File: config.mk
export PLATFORM = sky130hd
export DESIGN_NAME = bds_supply_ctl
export DESIGN_NICKNAME = d
export VERILOG_FILES = /design/src/hdl/bds_pkg.sv /design/src/hdl/bds_supply_ctl.sv
export SDC_FILE = /design/constraint.sdc
export NUM_CORES = 1
export LEC_CHECK = 0
export BUFFER_PORTS_ARGS = -buffer_cell sky130_fd_sc_hd__buf_2
export CORE_ASPECT_RATIO = 1.75
export CORE_MARGIN = 3
export CORE_UTILIZATION = 65
export CTS_BUF_LIST = sky130_fd_sc_hd__clkbuf_2
export DETAILED_ROUTE_END_ITERATION = 16
export PLACE_DENSITY = 0.83
export SLEW_MARGIN = 30
export SYNTH_ARGS = -nofsm -noshare
export SYNTH_HDL_FRONTEND = slang
export SYNTH_SLANG_ARGS = --single-unit
File: constraint.sdc
create_clock -name ref_clk -period 4.6 [get_ports ref_clk]
set_input_delay 0.23 -clock ref_clk [delete_from_list [all_inputs] [get_ports ref_clk]]
set_output_delay 0.23 -clock ref_clk [all_outputs]
set_load 0.02 [all_outputs]
File: src/hdl/bds_pkg.sv
// Constants, field layout and carriers of the backup domain supply control.
// Assumes one 50 MHz clock and a register port driven by logic on that clock.
// Summary of operation
// Backup power loss resets the domain; main-side resets do not.
// Domain resets only from backup power-on reset or a software reset request.
// Reset-pending reads one during a requested reset, zero once finished.
// Software polls reset-pending to zero before writing any domain register.
// Software restarts the low-speed internal oscillator after a domain reset.
// Supply enable output comes out of reset high.
// Driving supply enable low switches the external regulator off.
// While supply enable is low, wake pin high or clock wake sets it high.
// Control writes are ignored until the unlock key is written first.
// Key 0x3A unlocks, stopping automatic control; output acts as plain pin.
// Any non-key value in the key field relocks and enables the controller.
// Software enables by unlock, set on bit, then relock with non-key value.
// Always-enable holds the output high until domain reset or power loss.
// Clearing the on bit while unlocked drives supply enable low.
// Relocking re-enables output; stay unlocked to keep the supply off.
// Wake pin acts only on a high level, never on a low level.
// Shared hibernate wake pin must be configured active high by software.
// Clock wake comes from two alarms or a selected period rollover.
// Sixteen 32-bit retention words, 64 bytes, kept until backup power loss or a domain reset clears them.
// Retention words stay readable after hibernate wake and main reset.
// Writing the reset request starts a reset; pending self-clears when done.
package bds_pkg;

    localparam int          ADDR_W      = 7;
    localparam int          NUM_RET     = 16;
    localparam logic [6:0]  CTRL_OFF    = 7'h00;
    localparam logic [6:0]  SUPPLY_OFF  = 7'h04;
    localparam logic [6:0]  WAKE_OFF    = 7'h08;
    localparam logic [6:0]  STATUS_OFF  = 7'h0c;
    localparam logic [6:0]  RET_BASE    = 7'h40;

    localparam int          RST_REQ_BIT = 0;
    localparam int          KEY_LSB     = 0;
    localparam logic [7:0]  UNLOCK_KEY  = 8'h3a;
    localparam int          ON_BIT      = 8;
    localparam int          ALWAYS_BIT  = 9;
    localparam int          WK_PIN_BIT  = 0;
    localparam int          WK_ALM_LSB  = 1;
    localparam int          WK_ROLL_LSB = 3;

    localparam logic        SUPPLY_EN_RST = 1'b1;
    localparam logic [6:0]  WAKE_CFG_RST  = 7'h00;

    // Completion time of a requested reset, in slow backup clock periods.
    localparam int          SLOW_CLK_HZ    = 32768;
    localparam int          REF_CLK_HZ     = 50000000;
    localparam int          DOM_RST_SLOW   = 4;
    localparam int          DOM_RST_CYCLES =
        (DOM_RST_SLOW * REF_CLK_HZ + SLOW_CLK_HZ - 1) / SLOW_CLK_HZ;

    typedef enum logic [1:0] {
        DOM_RUN = 2'b01,
        DOM_RST = 2'b10
    } bds_dom_e;

    typedef struct packed {
        logic              rd;
        logic              wr;
        logic [ADDR_W-1:0] addr;
        logic [31:0]       wdata;
    } bds_bus_s;

    typedef struct packed {
        logic [1:0] alarm;
        logic [3:0] roll;
    } bds_clk_wake_s;

    typedef struct packed {
        bds_dom_e                  fsm;
        logic [15:0]               cnt;
        logic                      unlocked;
        logic                      on;
        logic                      always_on;
        logic                      out;
        logic [6:0]                wake_cfg;
        logic [1:0]                sync;
        logic [31:0]               rdata;
        logic [NUM_RET-1:0][31:0]  ret;
    } bds_state_s;

endpackage

File: src/hdl/bds_supply_ctl.sv
// Backup domain supply controller with domain reset and retention words.
// Assumes resetn is the backup power-on reset and the wake pin is asynchronous.
//
// Added by the designer: the plain strobed port and the register addresses.
`timescale 1ns/1ps

module bds_supply_ctl #(
    parameter int RST_CYCLES = bds_pkg::DOM_RST_CYCLES
) (
    input  wire logic                 ref_clk,
    input  wire logic                 resetn,
    input  wire bds_pkg::bds_bus_s    bus,
    input  wire bds_pkg::bds_clk_wake_s clk_wake,
    input  wire logic                 wake_pin,
    output logic [31:0]               rdata,
    output logic                      supply_en,
    output logic                      reset_pending
);

    bds_pkg::bds_state_s s_reg;
    bds_pkg::bds_state_s s_next;
    logic                wake_req;

    // True when the byte address falls in the retention window.
    function automatic logic is_ret(input logic [bds_pkg::ADDR_W-1:0] a);
        is_ret = (a[6] == bds_pkg::RET_BASE[6]);
    endfunction

    // Word index inside the retention window.
    function automatic logic [3:0] ret_idx(input logic [bds_pkg::ADDR_W-1:0] a);
        ret_idx = a[5:2];
    endfunction

    // Wake sources are gated by their enables; the pin only counts when high,
    // since a low level is the idle state of a pulled-down button.
    always_comb begin
        wake_req = (s_reg.wake_cfg[bds_pkg::WK_PIN_BIT] & s_reg.sync[1])
                 | (|(s_reg.wake_cfg[bds_pkg::WK_ALM_LSB +: 2] & clk_wake.alarm))
                 | (|(s_reg.wake_cfg[bds_pkg::WK_ROLL_LSB +: 4] & clk_wake.roll));
    end

    // Next state of the whole domain.
    always_comb begin
        s_next       = s_reg;
        s_next.sync  = {s_reg.sync[0], wake_pin};
        s_next.rdata = 32'h0000_0000;

        case (s_reg.fsm)
            bds_pkg::DOM_RUN: begin
                if (bus.wr) begin
                    // A reset request starts the slow reset sequence.
                    if (bus.addr == bds_pkg::CTRL_OFF) begin
                        if (bus.wdata[bds_pkg::RST_REQ_BIT]) begin
                            s_next.fsm = bds_pkg::DOM_RST;
                            s_next.cnt = 16'(RST_CYCLES);
                        end
                    end
                    // Key field first; other fields count only when the
                    // controller was already unlocked.
                    if (bus.addr == bds_pkg::SUPPLY_OFF) begin
                        if (bus.wdata[bds_pkg::KEY_LSB +: 8] == bds_pkg::UNLOCK_KEY) begin
                            s_next.unlocked = 1'b1;
                            if (s_reg.unlocked) begin
                                s_next.on = bus.wdata[bds_pkg::ON_BIT];
                                if (bus.wdata[bds_pkg::ALWAYS_BIT]) begin
                                    s_next.always_on = 1'b1;
                                end
                                s_next.out = bus.wdata[bds_pkg::ON_BIT];
                            end
                        end else begin
                            // Relock turns the regulator back on.
                            s_next.unlocked = 1'b0;
                            s_next.on       = 1'b1;
                            s_next.out      = 1'b1;
                        end
                    end
                    if (bus.addr == bds_pkg::WAKE_OFF) begin
                        s_next.wake_cfg = bus.wdata[6:0];
                    end
                    // Retention words change on a software write; a domain reset clears them.
                    if (is_ret(bus.addr)) begin
                        s_next.ret[ret_idx(bus.addr)] = bus.wdata;
                    end
                end
            end
            bds_pkg::DOM_RST: begin
                // Writes are dropped while the slow logic is still resetting.
                if (s_reg.cnt > 16'h0001) begin
                    s_next.cnt = s_reg.cnt - 16'h0001;
                end else begin
                    s_next.fsm       = bds_pkg::DOM_RUN;
                    s_next.cnt       = 16'h0000;
                    s_next.unlocked  = 1'b0;
                    s_next.on        = 1'b1;
                    s_next.always_on = 1'b0;
                    s_next.out       = bds_pkg::SUPPLY_EN_RST;
                    s_next.wake_cfg  = bds_pkg::WAKE_CFG_RST;
                    s_next.ret       = '0;
                end
            end
            default: begin
                s_next.fsm = bds_pkg::DOM_RUN;
            end
        endcase

        // A wake seen in the same cycle as a disable write wins.
        if (!s_next.out && wake_req) begin
            s_next.out = 1'b1;
            s_next.on  = 1'b1;
        end

        // Always-enable overrides any later disable attempt.
        if (s_next.always_on) begin
            s_next.out = 1'b1;
        end

        // Read data stand for exactly one cycle after the strobe.
        if (bus.rd) begin
            if (bus.addr == bds_pkg::CTRL_OFF) begin
                s_next.rdata[bds_pkg::RST_REQ_BIT] = (s_reg.fsm == bds_pkg::DOM_RST);
            end else if (bus.addr == bds_pkg::SUPPLY_OFF) begin
                s_next.rdata[bds_pkg::KEY_LSB +: 8] =
                    s_reg.unlocked ? bds_pkg::UNLOCK_KEY : 8'h00;
                s_next.rdata[bds_pkg::ON_BIT]     = s_reg.on;
                s_next.rdata[bds_pkg::ALWAYS_BIT] = s_reg.always_on;
            end else if (bus.addr == bds_pkg::WAKE_OFF) begin
                s_next.rdata[6:0] = s_reg.wake_cfg;
            end else if (bus.addr == bds_pkg::STATUS_OFF) begin
                s_next.rdata[0] = (s_reg.fsm == bds_pkg::DOM_RST);
                s_next.rdata[1] = s_reg.unlocked;
                s_next.rdata[2] = s_reg.out;
                s_next.rdata[3] = s_reg.always_on;
                s_next.rdata[4] = s_reg.sync[1];
            end else if (is_ret(bus.addr)) begin
                s_next.rdata = s_reg.ret[ret_idx(bus.addr)];
            end
        end
    end

    // Backup power-on reset and a requested domain reset clear the domain; main-side resets never
    // reach this process, so state survives them.
    always_ff @(posedge ref_clk or negedge resetn) begin
        if (!resetn) begin
            s_reg           <= '0;
            s_reg.fsm       <= bds_pkg::DOM_RUN;
            s_reg.on        <= 1'b1;
            s_reg.out       <= bds_pkg::SUPPLY_EN_RST;
            s_reg.wake_cfg  <= bds_pkg::WAKE_CFG_RST;
        end else begin
            s_reg <= s_next;
        end
    end

    // Outputs come straight from the state register.
    assign rdata         = s_reg.rdata;
    assign supply_en     = s_reg.out;
    assign reset_pending = s_reg.fsm[1];

endmodule

* After elaboration in Yosys (flattened, before gate mapping) *
Index checks and enable logic that the tools add are counted.

storage, ports and cells
  register bits = 575
  bits in latches = 0
  bits in writable memories = 0
  bits in read-only memories = 0
  bits of input ports = 50
  output and inout port bits = 34
  word-level logic and storage cells = 108
  memories kept = 0

operators by class
  add/subtract/negate cells = 1
  $mul = 0
  divide/modulo/power cells = 0
  order comparisons = 3
  eq/ne operators = 17
  shifts and indexed selects = 0
  multiplexer cells = 43
  bitwise operators = 5
  reductions and logical operators = 14

operator list
  cell                                                             count
  2-to-1 mux 512 bit                                               3
  one-hot mux 512 bit (2 select lines)                             1
  bitwise mux 512 bit                                              1
  2-to-1 mux 32 bit                                                9
  binary-select mux 32 bit (select 4 bit)                          1
  demux 32 bit (select 4 bit)                                      1
  one-hot mux 27 bit (2 select lines)                              1
  2-to-1 mux 18 bit                                                2
  2-to-1 mux 31 bit                                                1
  2-to-1 mux 29 bit                                                1
  2-to-1 mux 27 bit                                                1
  2-to-1 mux 25 bit                                                1
  2-to-1 mux 22 bit                                                1
  AND reduction 4 bit                                              5
  greater-than comparator 16 x 1 -> 1 bit (second input constant)  1
  2-to-1 mux 16 bit                                                1
  subtractor 16 x 1 -> 16 bit (second input constant)              1
  == test 7 x 4 -> 1 bit (second input constant)                   2
  2-to-1 mux 7 bit                                                 2
  inequality test 2 bit (second input constant)                    7
  2-to-1 mux 11 bit                                                1
  2-to-1 mux 10 bit                                                1
  inequality test 3 bit (second input constant)                    3
  == test 8 x 6 -> 1 bit (second input constant)                   1
  25 further kinds                                                 34

* Longest topological paths before layout *
Gate-level depths: netlist of run 1.

  depth in word-level cells = 13
  mapped depth = 10
  gate-level depth less buffers = 7

* Worst setup path before layout of run 1 *
OpenSTA, ideal clock, no wires.

  path kind = register to register
  from = register s_reg[561] (netlist bit)
  to = register s_reg[32] (netlist bit)
  setup time = 121 ps
  arrival time = 2481 ps
  required time = 4479 ps
  path slack = 1998 ps
  stages on the path, launching flop included = 11
  buffers on the path = 5
  period minus slack after synthesis = 2602 ps
  path through = dfrtp_1 -> buf_6 -> or4_4 -> buf_6 -> nor4_4 -> o221ai_2 -> buf_6 -> or3_1 -> buf_6 -> buf_6 -> a22o_1

on the way
  longest elaborated chain between the ends = 3

RTL lines
  what                                     RTL line               source
  start, declared                          bds_supply_ctl.sv:20   bds_pkg::bds_state_s s_reg;
  start signal, assigned                   bds_supply_ctl.sv:150  s_reg <= s_next;
  greater-than comparator 16 x 1 -> 1 bit  bds_supply_ctl.sv:88   if (s_reg.cnt > 16'h0001) begin
  inequality test 2 bit (no line)          --
  AND reduction 4 bit (no line)            --

Every way passes these cells.
A chain may end at the register's enable or synchronous reset.

* Worst setup path after layout of run 1 *
  from = register s_reg[573] (netlist bit)
  to = register s_reg[315] (netlist bit)

on the way
  longest elaborated chain between the ends = 3
  elaborated cells on any way between the ends = 8
  those cells by class = eq/ne: 5; mux: 1; reduce/logical: 2

RTL lines
  what                                                                   RTL line              source
  == test 2 bit or == test 2 x 1 -> 1 bit (tied branches)                bds_supply_ctl.sv:48  case (s_reg.fsm)
  inequality test 2 bit (no line) or nonzero test 2 bit (tied branches)  --
  AND reduction 4 bit (no line)                                          --

Several ways; a longest one is shown, not always the timed one.

==> results.sh, run 1 <==
export IMPL_gp_congestion=0.893
export IMPL_cp_start_kind="flop"
export IMPL_start_util=0.662
export IMPL_wl_per_cell_um=30.2
export IMPL_synth_top_area_share=0.560
export IMPL_worstSetupEndpointType="flop"
export IMPL_drive_gt1_frac=0.266
export IMPL_syn2layout_area_growth_pct=8.66
export IMPL_multi_input_area_sq_um=9850
export IMPL_port_buffers=83
export IMPL_required_ns=5.61
export IMPL_coreArea_sq_um=38600
export IMPL_hold_viol_final=0
export IMPL_critPathKind="flop to flop"
export IMPL_die_height_um=268
export IMPL_worstPathCellList="inv_1 -> ha_1 -> inv_1 -> o221ai_2 -> or3_1 -> buf_4 -> a22o_1"
export IMPL_whs_ns=0.0818
export IMPL_fmax_mhz=272
export IMPL_path_max_fanout=28
export IMPL_seq_area_frac_synth=0.563
export IMPL_post_route_period_util=0.799
export IMPL_num_vias=18638
export IMPL_cts_root_buf="clkbuf_2"
export IMPL_avgSynthCellArea_sq_um=14.1
export IMPL_synth_area_leaders="dfrtp_1 (56%), a22o_1 (18%), mux4_2 (14%), clkbuf_1 (2.2%), buf_6 (1.4%)"
export IMPL_crit_path_frequent_cell="inv_1"
export IMPL_cp_slowest_stage_delay_ns=0.83
export IMPL_io_pins=84
export IMPL_synth_area_sq_um=25600
export IMPL_drc_errors=0
export IMPL_rsz0062_at_grt="no"
export IMPL_tightest_slew_ns=1.02
export IMPL_hp_class="input port to flop"
export IMPL_regArea_sq_um=14400
export IMPL_cts_buffers=132
export IMPL_cts_buffer_depth=3
export IMPL_final_nets=1927
export IMPL_syn_nets=1870
export IMPL_synth_async_reset_ratio=1.00
export IMPL_relSlewSlack=0.322
export IMPL_grt_max_degree=142
export IMPL_cp_slowest_cell="o221ai_2"
export IMPL_cp_arrival_ns=4.69
export IMPL_synth_cell_types=52
export IMPL_p_per_area_nw_per_um2=314
export IMPL_finalPower_mw=8.73
export IMPL_insertion_delay_ns=1.11
export IMPL_grt_pass1_wl_um=113000
export IMPL_cap_violations=0
export IMPL_synth_most_common_cell="dfrtp_1"
export IMPL_fin_skew_ns=0.0601
export IMPL_synth_edff_count=0
export IMPL_yosysWarnings=0
export IMPL_routed_wl_um=74200
export IMPL_grt_util_all_layers=0.358
export IMPL_first_iter_violations=2443
export IMPL_drt_pass1_iter_count=6
export IMPL_fp_row_count=95
export IMPL_outcome="complete, no violations"
export IMPL_vias_per_cell=7.59
export IMPL_ir_worst_vdd_uv=187
export IMPL_syn_inst=1816
export IMPL_finalSetupViolCount=0
export IMPL_slew_violations=0
export IMPL_path_clk_slew_ns=0.10
export IMPL_grt_ovfl_total=0
export IMPL_synth_top_area_cell="dfrtp_1"
export IMPL_power_leakage_nw=13.2
export IMPL_die_width_um=156
export IMPL_grt_pass1_vias=19770
export IMPL_dp_hpwl_um=42000
export IMPL_cts_setup_buffers=0
export IMPL_setup_tns_ns=0
export IMPL_critPathBufInv=3
export IMPL_antenna_found_initial=1
export IMPL_fillers=2419
export IMPL_ys_ff_latch=575
export IMPL_htree_levels=4
export IMPL_period_minus_slack_ns=3.68
export IMPL_ant_nets=0
export IMPL_final_util=0.719
export IMPL_synth_common_cells="dfrtp_1 (572), a22o_1 (518), mux4_2 (158)"
export IMPL_cp_top_family="compound AO/OA/AOI/OAI gates"
export IMPL_largest_reg_flops=540
export IMPL_synthFlopType="dfrtp_1"
export IMPL_die_area_sq_um=41800
export IMPL_clock_sinks=575
export IMPL_cts_tree="yes"
## final cells by class
cell class              instances  share of cell area
clock buffers                 181              0.0326
well taps                     485              0.0218
inverters                      13             0.00176
clock inverters                49             0.00883
repair buffers                198              0.0623
multi-input cells             953               0.355
flip-flops and latches        575               0.518
diodes                          1           0.0000901
## per-layer routing
metal / wire [um] / track usage / vias to the layer above
met5: 0 / 0 / -
met2: 36800 / 0.566 / 1535
met3: 7740 / 0.0888 / 361
met1: 25000 / 0.445 / 9504
met4: 4740 / 0.228 / 0
li1: - / - / 7238
## power breakdown
| group | internal (mW) | switching [mW] | leakage [nW] |
|---|---|---|---|
| Sequential | 5.05 | 0.000542 | 7.95 |
| Combinational | 0.123 | 0.314 | 4.37 |
| Clock | 1.18 | 2.05 | 0.897 |
## timing repair
item,in CTS,in global routing
hold endpoints to repair,999,0
hold buffers,63,0
gates resized for setup,0,0
## logic make-up after synthesis
logic type	after synthesis	share of synthesized area
AOI/OAI and AO/OA	621	0.202
DFF	575	0.563
buffers and inverters	288	0.0571
and+or+nand+nor	167	0.0352
muxes	161	0.140
adders and majority gates	4	0.00196
## path summary, 6_finish.rpt
check | slack [ns] | startpoint | cells past startpoint | to
setup / recovery | 0.92 | s_reg[573] | 7 | s_reg[315]
hold / removal | 0.08 | bus[4] | 4 | s_reg[550]
setup reg to reg | 0.92 | s_reg[573] | 7 | s_reg[315]
hold reg to reg | 0.34 | s_next[545] | 0 | s_reg[545]
max in group asynchronous | 3.50 | resetn | 4 | rdata[26]
min in group asynchronous | 0.31 | resetn | 4 | s_reg[256]
## worst min-delay path, stage by stage
cell and delay [ns]:
dlygate4sd3_1 0.52, buf_2 0.24, nand2_1 0.09, o21ai_0 0.07
## placed cells by master (no fill, tap or decap), drive strengths merged, types with 3 or more instances in the layout
| master | count |
|---|---|
| a21oi | 24 |
| a22o | 518 |
| a22oi | 3 |
| a31oi | 11 |
| a41oi | 3 |
| and3 | 23 |
| buf | 135 |
| clkbuf | 182 |
| clkinv | 37 |
| dfrtp | 572 |
| dfstp | 3 |
| dlygate4sd3 | 62 |
| ha | 4 |
| inv | 23 |
| mux2i | 3 |
| mux4 | 158 |
| nand2 | 33 |
| nand2b | 3 |
| nand3 | 18 |
| nor2 | 30 |
| nor2b | 6 |
| nor3 | 11 |
| nor4 | 7 |
| o21ai | 34 |
| o22ai | 5 |
| o2bb2ai | 3 |
| o31ai | 6 |
| or3 | 19 |
| or4 | 5 |
## through the flow
stage	cell area [sq um]	setup WS (ns)	cells
finish	27800	0.922	2455
floorplan	25600	2.00	1816
global placement	25700	1.20	2153
global route	27800	0.800	2455
CTS	27700	1.10	2452
detailed placement	25900	1.15	2159
Note: power is estimated with default switching activity, not from simulation.
==> run 2: changes to the inputs <==
Settings changed: CORE_UTILIZATION 65 to 58, PLACE_DENSITY 0.83 to 0.78.
Clock period 4.6 ns to 3.27 ns, I/O delays scaled along.
==> results.sh, run 2 (same netlist as run 1, synthesis figures left out) <==
export IMPL_outcome="complete, no violations"
export IMPL_io_pins=84
export IMPL_final_common_cell="dfrtp_1"
export IMPL_cts_buffers=120
export IMPL_final_cell_mix="dfrtp_1 (572), a22o_1 (518), clkbuf_2 (180)"
export IMPL_reg2reg_from="s_reg[573]"
export IMPL_die_height_um=284
export IMPL_hold_buffers=80
export IMPL_grt_util_all_layers=0.325
export IMPL_start_util=0.588
export IMPL_critPathKind="flop to flop"
export IMPL_tightest_slew_ns=0.910
export IMPL_port_buffers=83
export IMPL_cp_slowest_stage_delay_ns=0.63
export IMPL_hold_viol_final=0
export IMPL_final_nets=1966
export IMPL_routed_wl_um=73800
export IMPL_placed_area_sq_um=26300
export IMPL_num_vias=18369
export IMPL_largest_reg_flops=540
export IMPL_cts_setup_buffers=0
export IMPL_die_area_sq_um=46700
export IMPL_syn2layout_area_growth_pct=10.2
export IMPL_fmax_mhz=337
export IMPL_cp_arrival_ns=4.01
export IMPL_path_max_fanout=7
export IMPL_vias_per_cell=7.16
export IMPL_worstSetupEndpointType="flop"
export IMPL_period_minus_slack_ns=2.97
export IMPL_startpoint="s_reg[573]"
export IMPL_antenna_found_initial=2
export IMPL_fp_row_count=101
export IMPL_cap_violations=0
export IMPL_hp_class="input port to asynchronous set/reset pin"
export IMPL_dp_hpwl_um=43200
export IMPL_clock_sinks=575
export IMPL_cp_slowest_cell="dlygate4sd3_1"
export IMPL_finalSetupViolCount=0
export IMPL_coreArea_sq_um=43500
export IMPL_drive_gt1_frac=0.271
export IMPL_ir_worst_vdd_uv=362
export IMPL_cts_resized=0
export IMPL_slew_violations=0
export IMPL_wl_per_cell_um=28.8
export IMPL_cp_start_kind="flop"
export IMPL_finalPower_mw=12.2
export IMPL_gp_congestion=0.892
export IMPL_cts_buffer_depth=3
export IMPL_relSlewSlack=0.388
export IMPL_drt_pass1_iter_count=5
export IMPL_cp_top_family="buffers and inverters"
export IMPL_die_width_um=165
export IMPL_insertion_delay_ns=1.11
export IMPL_first_iter_violations=1874
export IMPL_worstPathCellList="ha_1 -> nand3b_1 -> nor4_1 -> dlygate4sd3_1 -> a32oi_1 -> nand3_1 -> dlygate4sd3_1 -> nand3_1"
export IMPL_rsz0062_at_grt="no"
export IMPL_grt_pass1_vias=19997
export IMPL_post_route_period_util=0.907
export IMPL_grt_pass1_wl_um=116000
export IMPL_grt_ovfl_total=0
export IMPL_design_area_sq_um=28200
export IMPL_required_ns=4.32
export IMPL_drc_errors=0
export IMPL_power_leakage_nw=13.4
export IMPL_grt_max_degree=115
export IMPL_setup_tns_ns=0
export IMPL_htree_levels=3
export IMPL_fin_skew_ns=0.0796
export IMPL_fillers=3109
export IMPL_critPathBufInv=2
export IMPL_path_clk_slew_ns=0.12
export IMPL_ant_nets=0
export IMPL_p_per_area_nw_per_um2=431
export IMPL_cts_tree="yes"
export IMPL_cts_root_buf="clkbuf_2"
run 2: path summary, 6_finish.rpt:
path | end | slack, ns | cells past startpoint
min in group ref_clk | s_reg[547] | 0.09 | 4
min reg2reg | s_reg[545] | 0.37 | 0
min | s_reg[559] | 0.09 | 3
max reg2reg | s_reg[555] | 0.30 | 8
max | s_reg[555] | 0.30 | 8
max in group asynchronous | s_reg[483] | 1.94 | 5
run 2: metal layers:
layer / vias to the layer above / global-route usage / part of all wire
li1: 7310 / - / -
met1: 9571 / 0.411 / 0.35
met2: 1213 / 0.518 / 0.50
met3: 275 / 0.0816 / 0.093
met4: 0 / 0.173 / 0.057
met5: - / 0 / 0
run 2: area by class of cell:
class	count	area, sq um	area share
sequential	575	14400	0.511
multi-input combinational	953	9840	0.349
timing repair buffer	249	2110	0.0748
clock buffer	180	901	0.0320
tap	566	708	0.0251
clock inverter	29	170	0.00604
inverter	13	48.8	0.00173
antenna	2	5.00	0.000178
run 2: tightest hold or removal path, cell delays in order:
cell	delay, ns
dlygate4sd3_1	0.52
dlygate4sd3_1	0.58
buf_8	0.36
run 2: per-stage QoR:
| step | util | hold WS (ns) | instances | setup WS (ns) |
|---|---|---|---|---|
| after floorplan | - | -0.132 | 1816 | 0.668 |
| after global placement | 0.604 | 0.274 | 2274 | 0.502 |
| after detailed placement | 0.604 | 0.274 | 2275 | 0.466 |
| after CTS | 0.647 | 0.000844 | 2564 | 0.342 |
| after global routing | 0.648 | 0.0276 | 2566 | 0.163 |
| final | 0.648 | 0.0870 | 2567 | 0.304 |
run 2: report_power, final:
part,internal [mW],switching [mW]
combinational,0.206,0.448
clock,1.61,2.78
sequential,7.11,0.000777
==> run 3: changes to the inputs <==
Settings changed: ABC_AREA set to 1.
==> results.sh, run 3 <==
export IMPL_coreArea_sq_um=46100
export IMPL_drt_pass1_iter_count=6
export IMPL_seq_area_frac_synth=0.531
export IMPL_fp_row_count=104
export IMPL_avgSynthCellArea_sq_um=8.07
export IMPL_synth_top_area_cell="dfrtp_1"
export IMPL_tightest_slew_ns=0.973
export IMPL_dpl_worst_slack_ns=0.543
export IMPL_cp_start_kind="input port"
export IMPL_insertion_delay_ns=1.14
export IMPL_cts_root_buf="clkbuf_2"
export IMPL_netSwitchingFraction=0.400
export IMPL_final_common_cell="nand2_1"
export IMPL_clock_sinks=575
export IMPL_final_nets=3581
export IMPL_drc_errors=0
export IMPL_grt_util_all_layers=0.377
export IMPL_routed_wl_um=92600
export IMPL_grt_pass1_wl_um=143000
export IMPL_cts_buffers=130
export IMPL_power_leakage_nw=16.3
export IMPL_synthFlopType="dfrtp_1"
export IMPL_syn_nets=3409
export IMPL_worstSetupEndpointType="flop"
export IMPL_cp_arrival_ns=4.22
export IMPL_fmax_mhz=319
export IMPL_fillers=3794
export IMPL_synth_area_leaders="dfrtp_1 (53%), nand2_1 (25%), a22oi_1 (5.7%), a21oi_1 (2.1%), buf_4 (1.9%)"
export IMPL_clkPwrFrac=0.191
export IMPL_synth_common_cells="nand2_1 (1,823), dfrtp_1 (572), a22oi_1 (205)"
export IMPL_syn_inst=3355
export IMPL_comb_power_share=0.318
export IMPL_finalPower_mw=25.4
export IMPL_ir_worst_vdd_uv=547
export IMPL_grt_ovfl_total=0
export IMPL_p_seq_frac=0.492
export IMPL_grt_max_degree=125
export IMPL_port_buffers=83
export IMPL_final_cell_mix="nand2_1 (1,823), dfrtp_1 (572), a22oi_1 (205)"
export IMPL_path_max_fanout=37
export IMPL_wl_per_cell_um=22.1
export IMPL_outcome="complete, no violations"
export IMPL_p_per_area_nw_per_um2=836
export IMPL_slew_violations=0
export IMPL_synth_area_sq_um=27100
export IMPL_relSlewSlack=0.349
export IMPL_dp_hpwl_um=55400
export IMPL_start_util=0.588
export IMPL_cap_violations=0
export IMPL_hp_class="input port to flop"
export IMPL_synth_async_reset_ratio=1.00
export IMPL_hold_viol_final=0
export IMPL_yosysWarnings=0
export IMPL_rsz0062_at_grt="no"
export IMPL_cts_buffer_depth=3
export IMPL_fin_skew_ns=0.0927
export IMPL_critPathKind="input port to flop"
export IMPL_gp_congestion=0.965
export IMPL_io_pins=84
export IMPL_synth_most_common_cell="nand2_1"
export IMPL_drive_gt1_frac=0.137
export IMPL_p_sw_mw=10.1
export IMPL_first_iter_violations=3119
export IMPL_num_vias=25198
export IMPL_die_height_um=292
export IMPL_vias_per_cell=6.00
export IMPL_ys_ff_latch=575
export IMPL_die_width_um=169
export IMPL_path_clk_slew_ns=0.13
export IMPL_ant_nets=0
export IMPL_post_route_period_util=0.959
export IMPL_synth_edff_count=0
export IMPL_whs_ns=0.0554
export IMPL_synth_top_area_share=0.528
export IMPL_antenna_found_initial=2
export IMPL_syn2layout_area_growth_pct=12.1
export IMPL_finalSetupViolCount=0
export IMPL_synth_cell_types=41
export IMPL_cts_tree="yes"
export IMPL_setup_slack_ns=0.135
export IMPL_htree_levels=4
export IMPL_largest_reg_flops=540
export IMPL_period_minus_slack_ns=3.14
export IMPL_setup_tns_ns=0
export IMPL_required_ns=4.35
export IMPL_internal_power_mw=15.2
export IMPL_grt_pass1_vias=25958
export IMPL_die_area_sq_um=49400
[run 3: changes by cell type after synthesis, sizes merged, moves of 23 or more]
cell / change
clkbuf: -45
or2: +35
a22oi: +202
inv: +92
and3: -23
nand2: +1794
a22o: -517
mux4: -158
nor2: +82
a21oi: +91
[run 3: logic make-up (layout without fill, tap and decap cells)]
logic type	after synthesis	count (layout)	synth area share
and+or+nand+nor	2039	2039	0.301
DFF	575	575	0.531
AOI/OAI and AO/OA	384	385	0.0955
buffers and inverters	344	604	0.0678
xor gates and xnor gates	9	9	0.00291
adders and majority gates	4	4	0.00185
other	0	1	0
[run 3: repair_timing]
item,in CTS,in global routing
hold buffers,101,0
buffers inserted,0,2
endpoints found under the hold margin,1149,0
gates resized for setup,0,2
endpoints found under the setup margin,0,7
[run 3: layout make-up]
cell class / instances / area [sq um] / area share
Clock inverter: 50 / 373 / 0.0123
Tap cell: 583 / 729 / 0.0240
Antenna cell: 1 / 2.50 / 0.0000824
Multi-Input combinational cell: 2437 / 11100 / 0.364
Timing Repair Buffer: 276 / 2540 / 0.0836
Clock buffer: 171 / 856 / 0.0282
Inverter: 107 / 409 / 0.0135
Sequential cell: 575 / 14400 / 0.474
[run 3: final timing paths]
kind / from / endpoint / slack [ns] / depth (start not counted)
worst max register to register: s_reg[573] / s_reg[555] / 0.16 / 9
worst max-delay path: bus[34] / supply_en / 0.13 / 13
worst min register to register: s_next[545] / s_reg[545] / 0.38 / 0
worst min-delay path: bus[31] / s_reg[415] / 0.06 / 6
min in group asynchronous: resetn / rdata[5] / 0.27 / 4
max in group asynchronous: resetn / s_reg[327] / 2.36 / 4
[run 3: power groups by stage]
stage / clock, mW / sequential, mW / combinational [mW]
after floorplan: 0 / 11.9 / 5.61
after CTS: 4.86 / 12.3 / 7.89
after global placement: 0 / 12.3 / 7.15
after global routing: 5.23 / 12.7 / 9.00
after detailed placement: 0 / 12.4 / 7.62
final: 4.83 / 12.5 / 8.06
[run 3: layer usage]
layer  GRT usage  wire, um  vias to the layer above
li1            -         -                    10927
met2       0.592     43100                     1871
met5           0        13                        -
met3      0.0945     10000                      589
met4       0.308      8990                        2
met1       0.435     30600                    11809
[run 3: critical path: stages]
cell,delay (ns)
buf_2,0.35
nand2_1,0.43
inv_4,0.59
nand2_1,0.11
nor2_1,0.28
nand2_1,0.11
o21ai_0,0.15
dlygate4sd3_1,0.57
nand4_1,0.10
dlygate4sd3_1,0.58
nand2_1,0.09
nand3_1,0.07
dlygate4sd3_1,0.58
[run 3: stage by stage]
stage / area (sq um) / instances / util
3_3_place_gp: 27700 / 3860 / 0.602
6_report: 30400 / 4200 / 0.659
2_1_floorplan: 27100 / 3355 / -
5_1_grt: 30400 / 4200 / 0.659
4_1_cts: 30300 / 4196 / 0.658
3_5_place_dp: 28100 / 3874 / 0.609
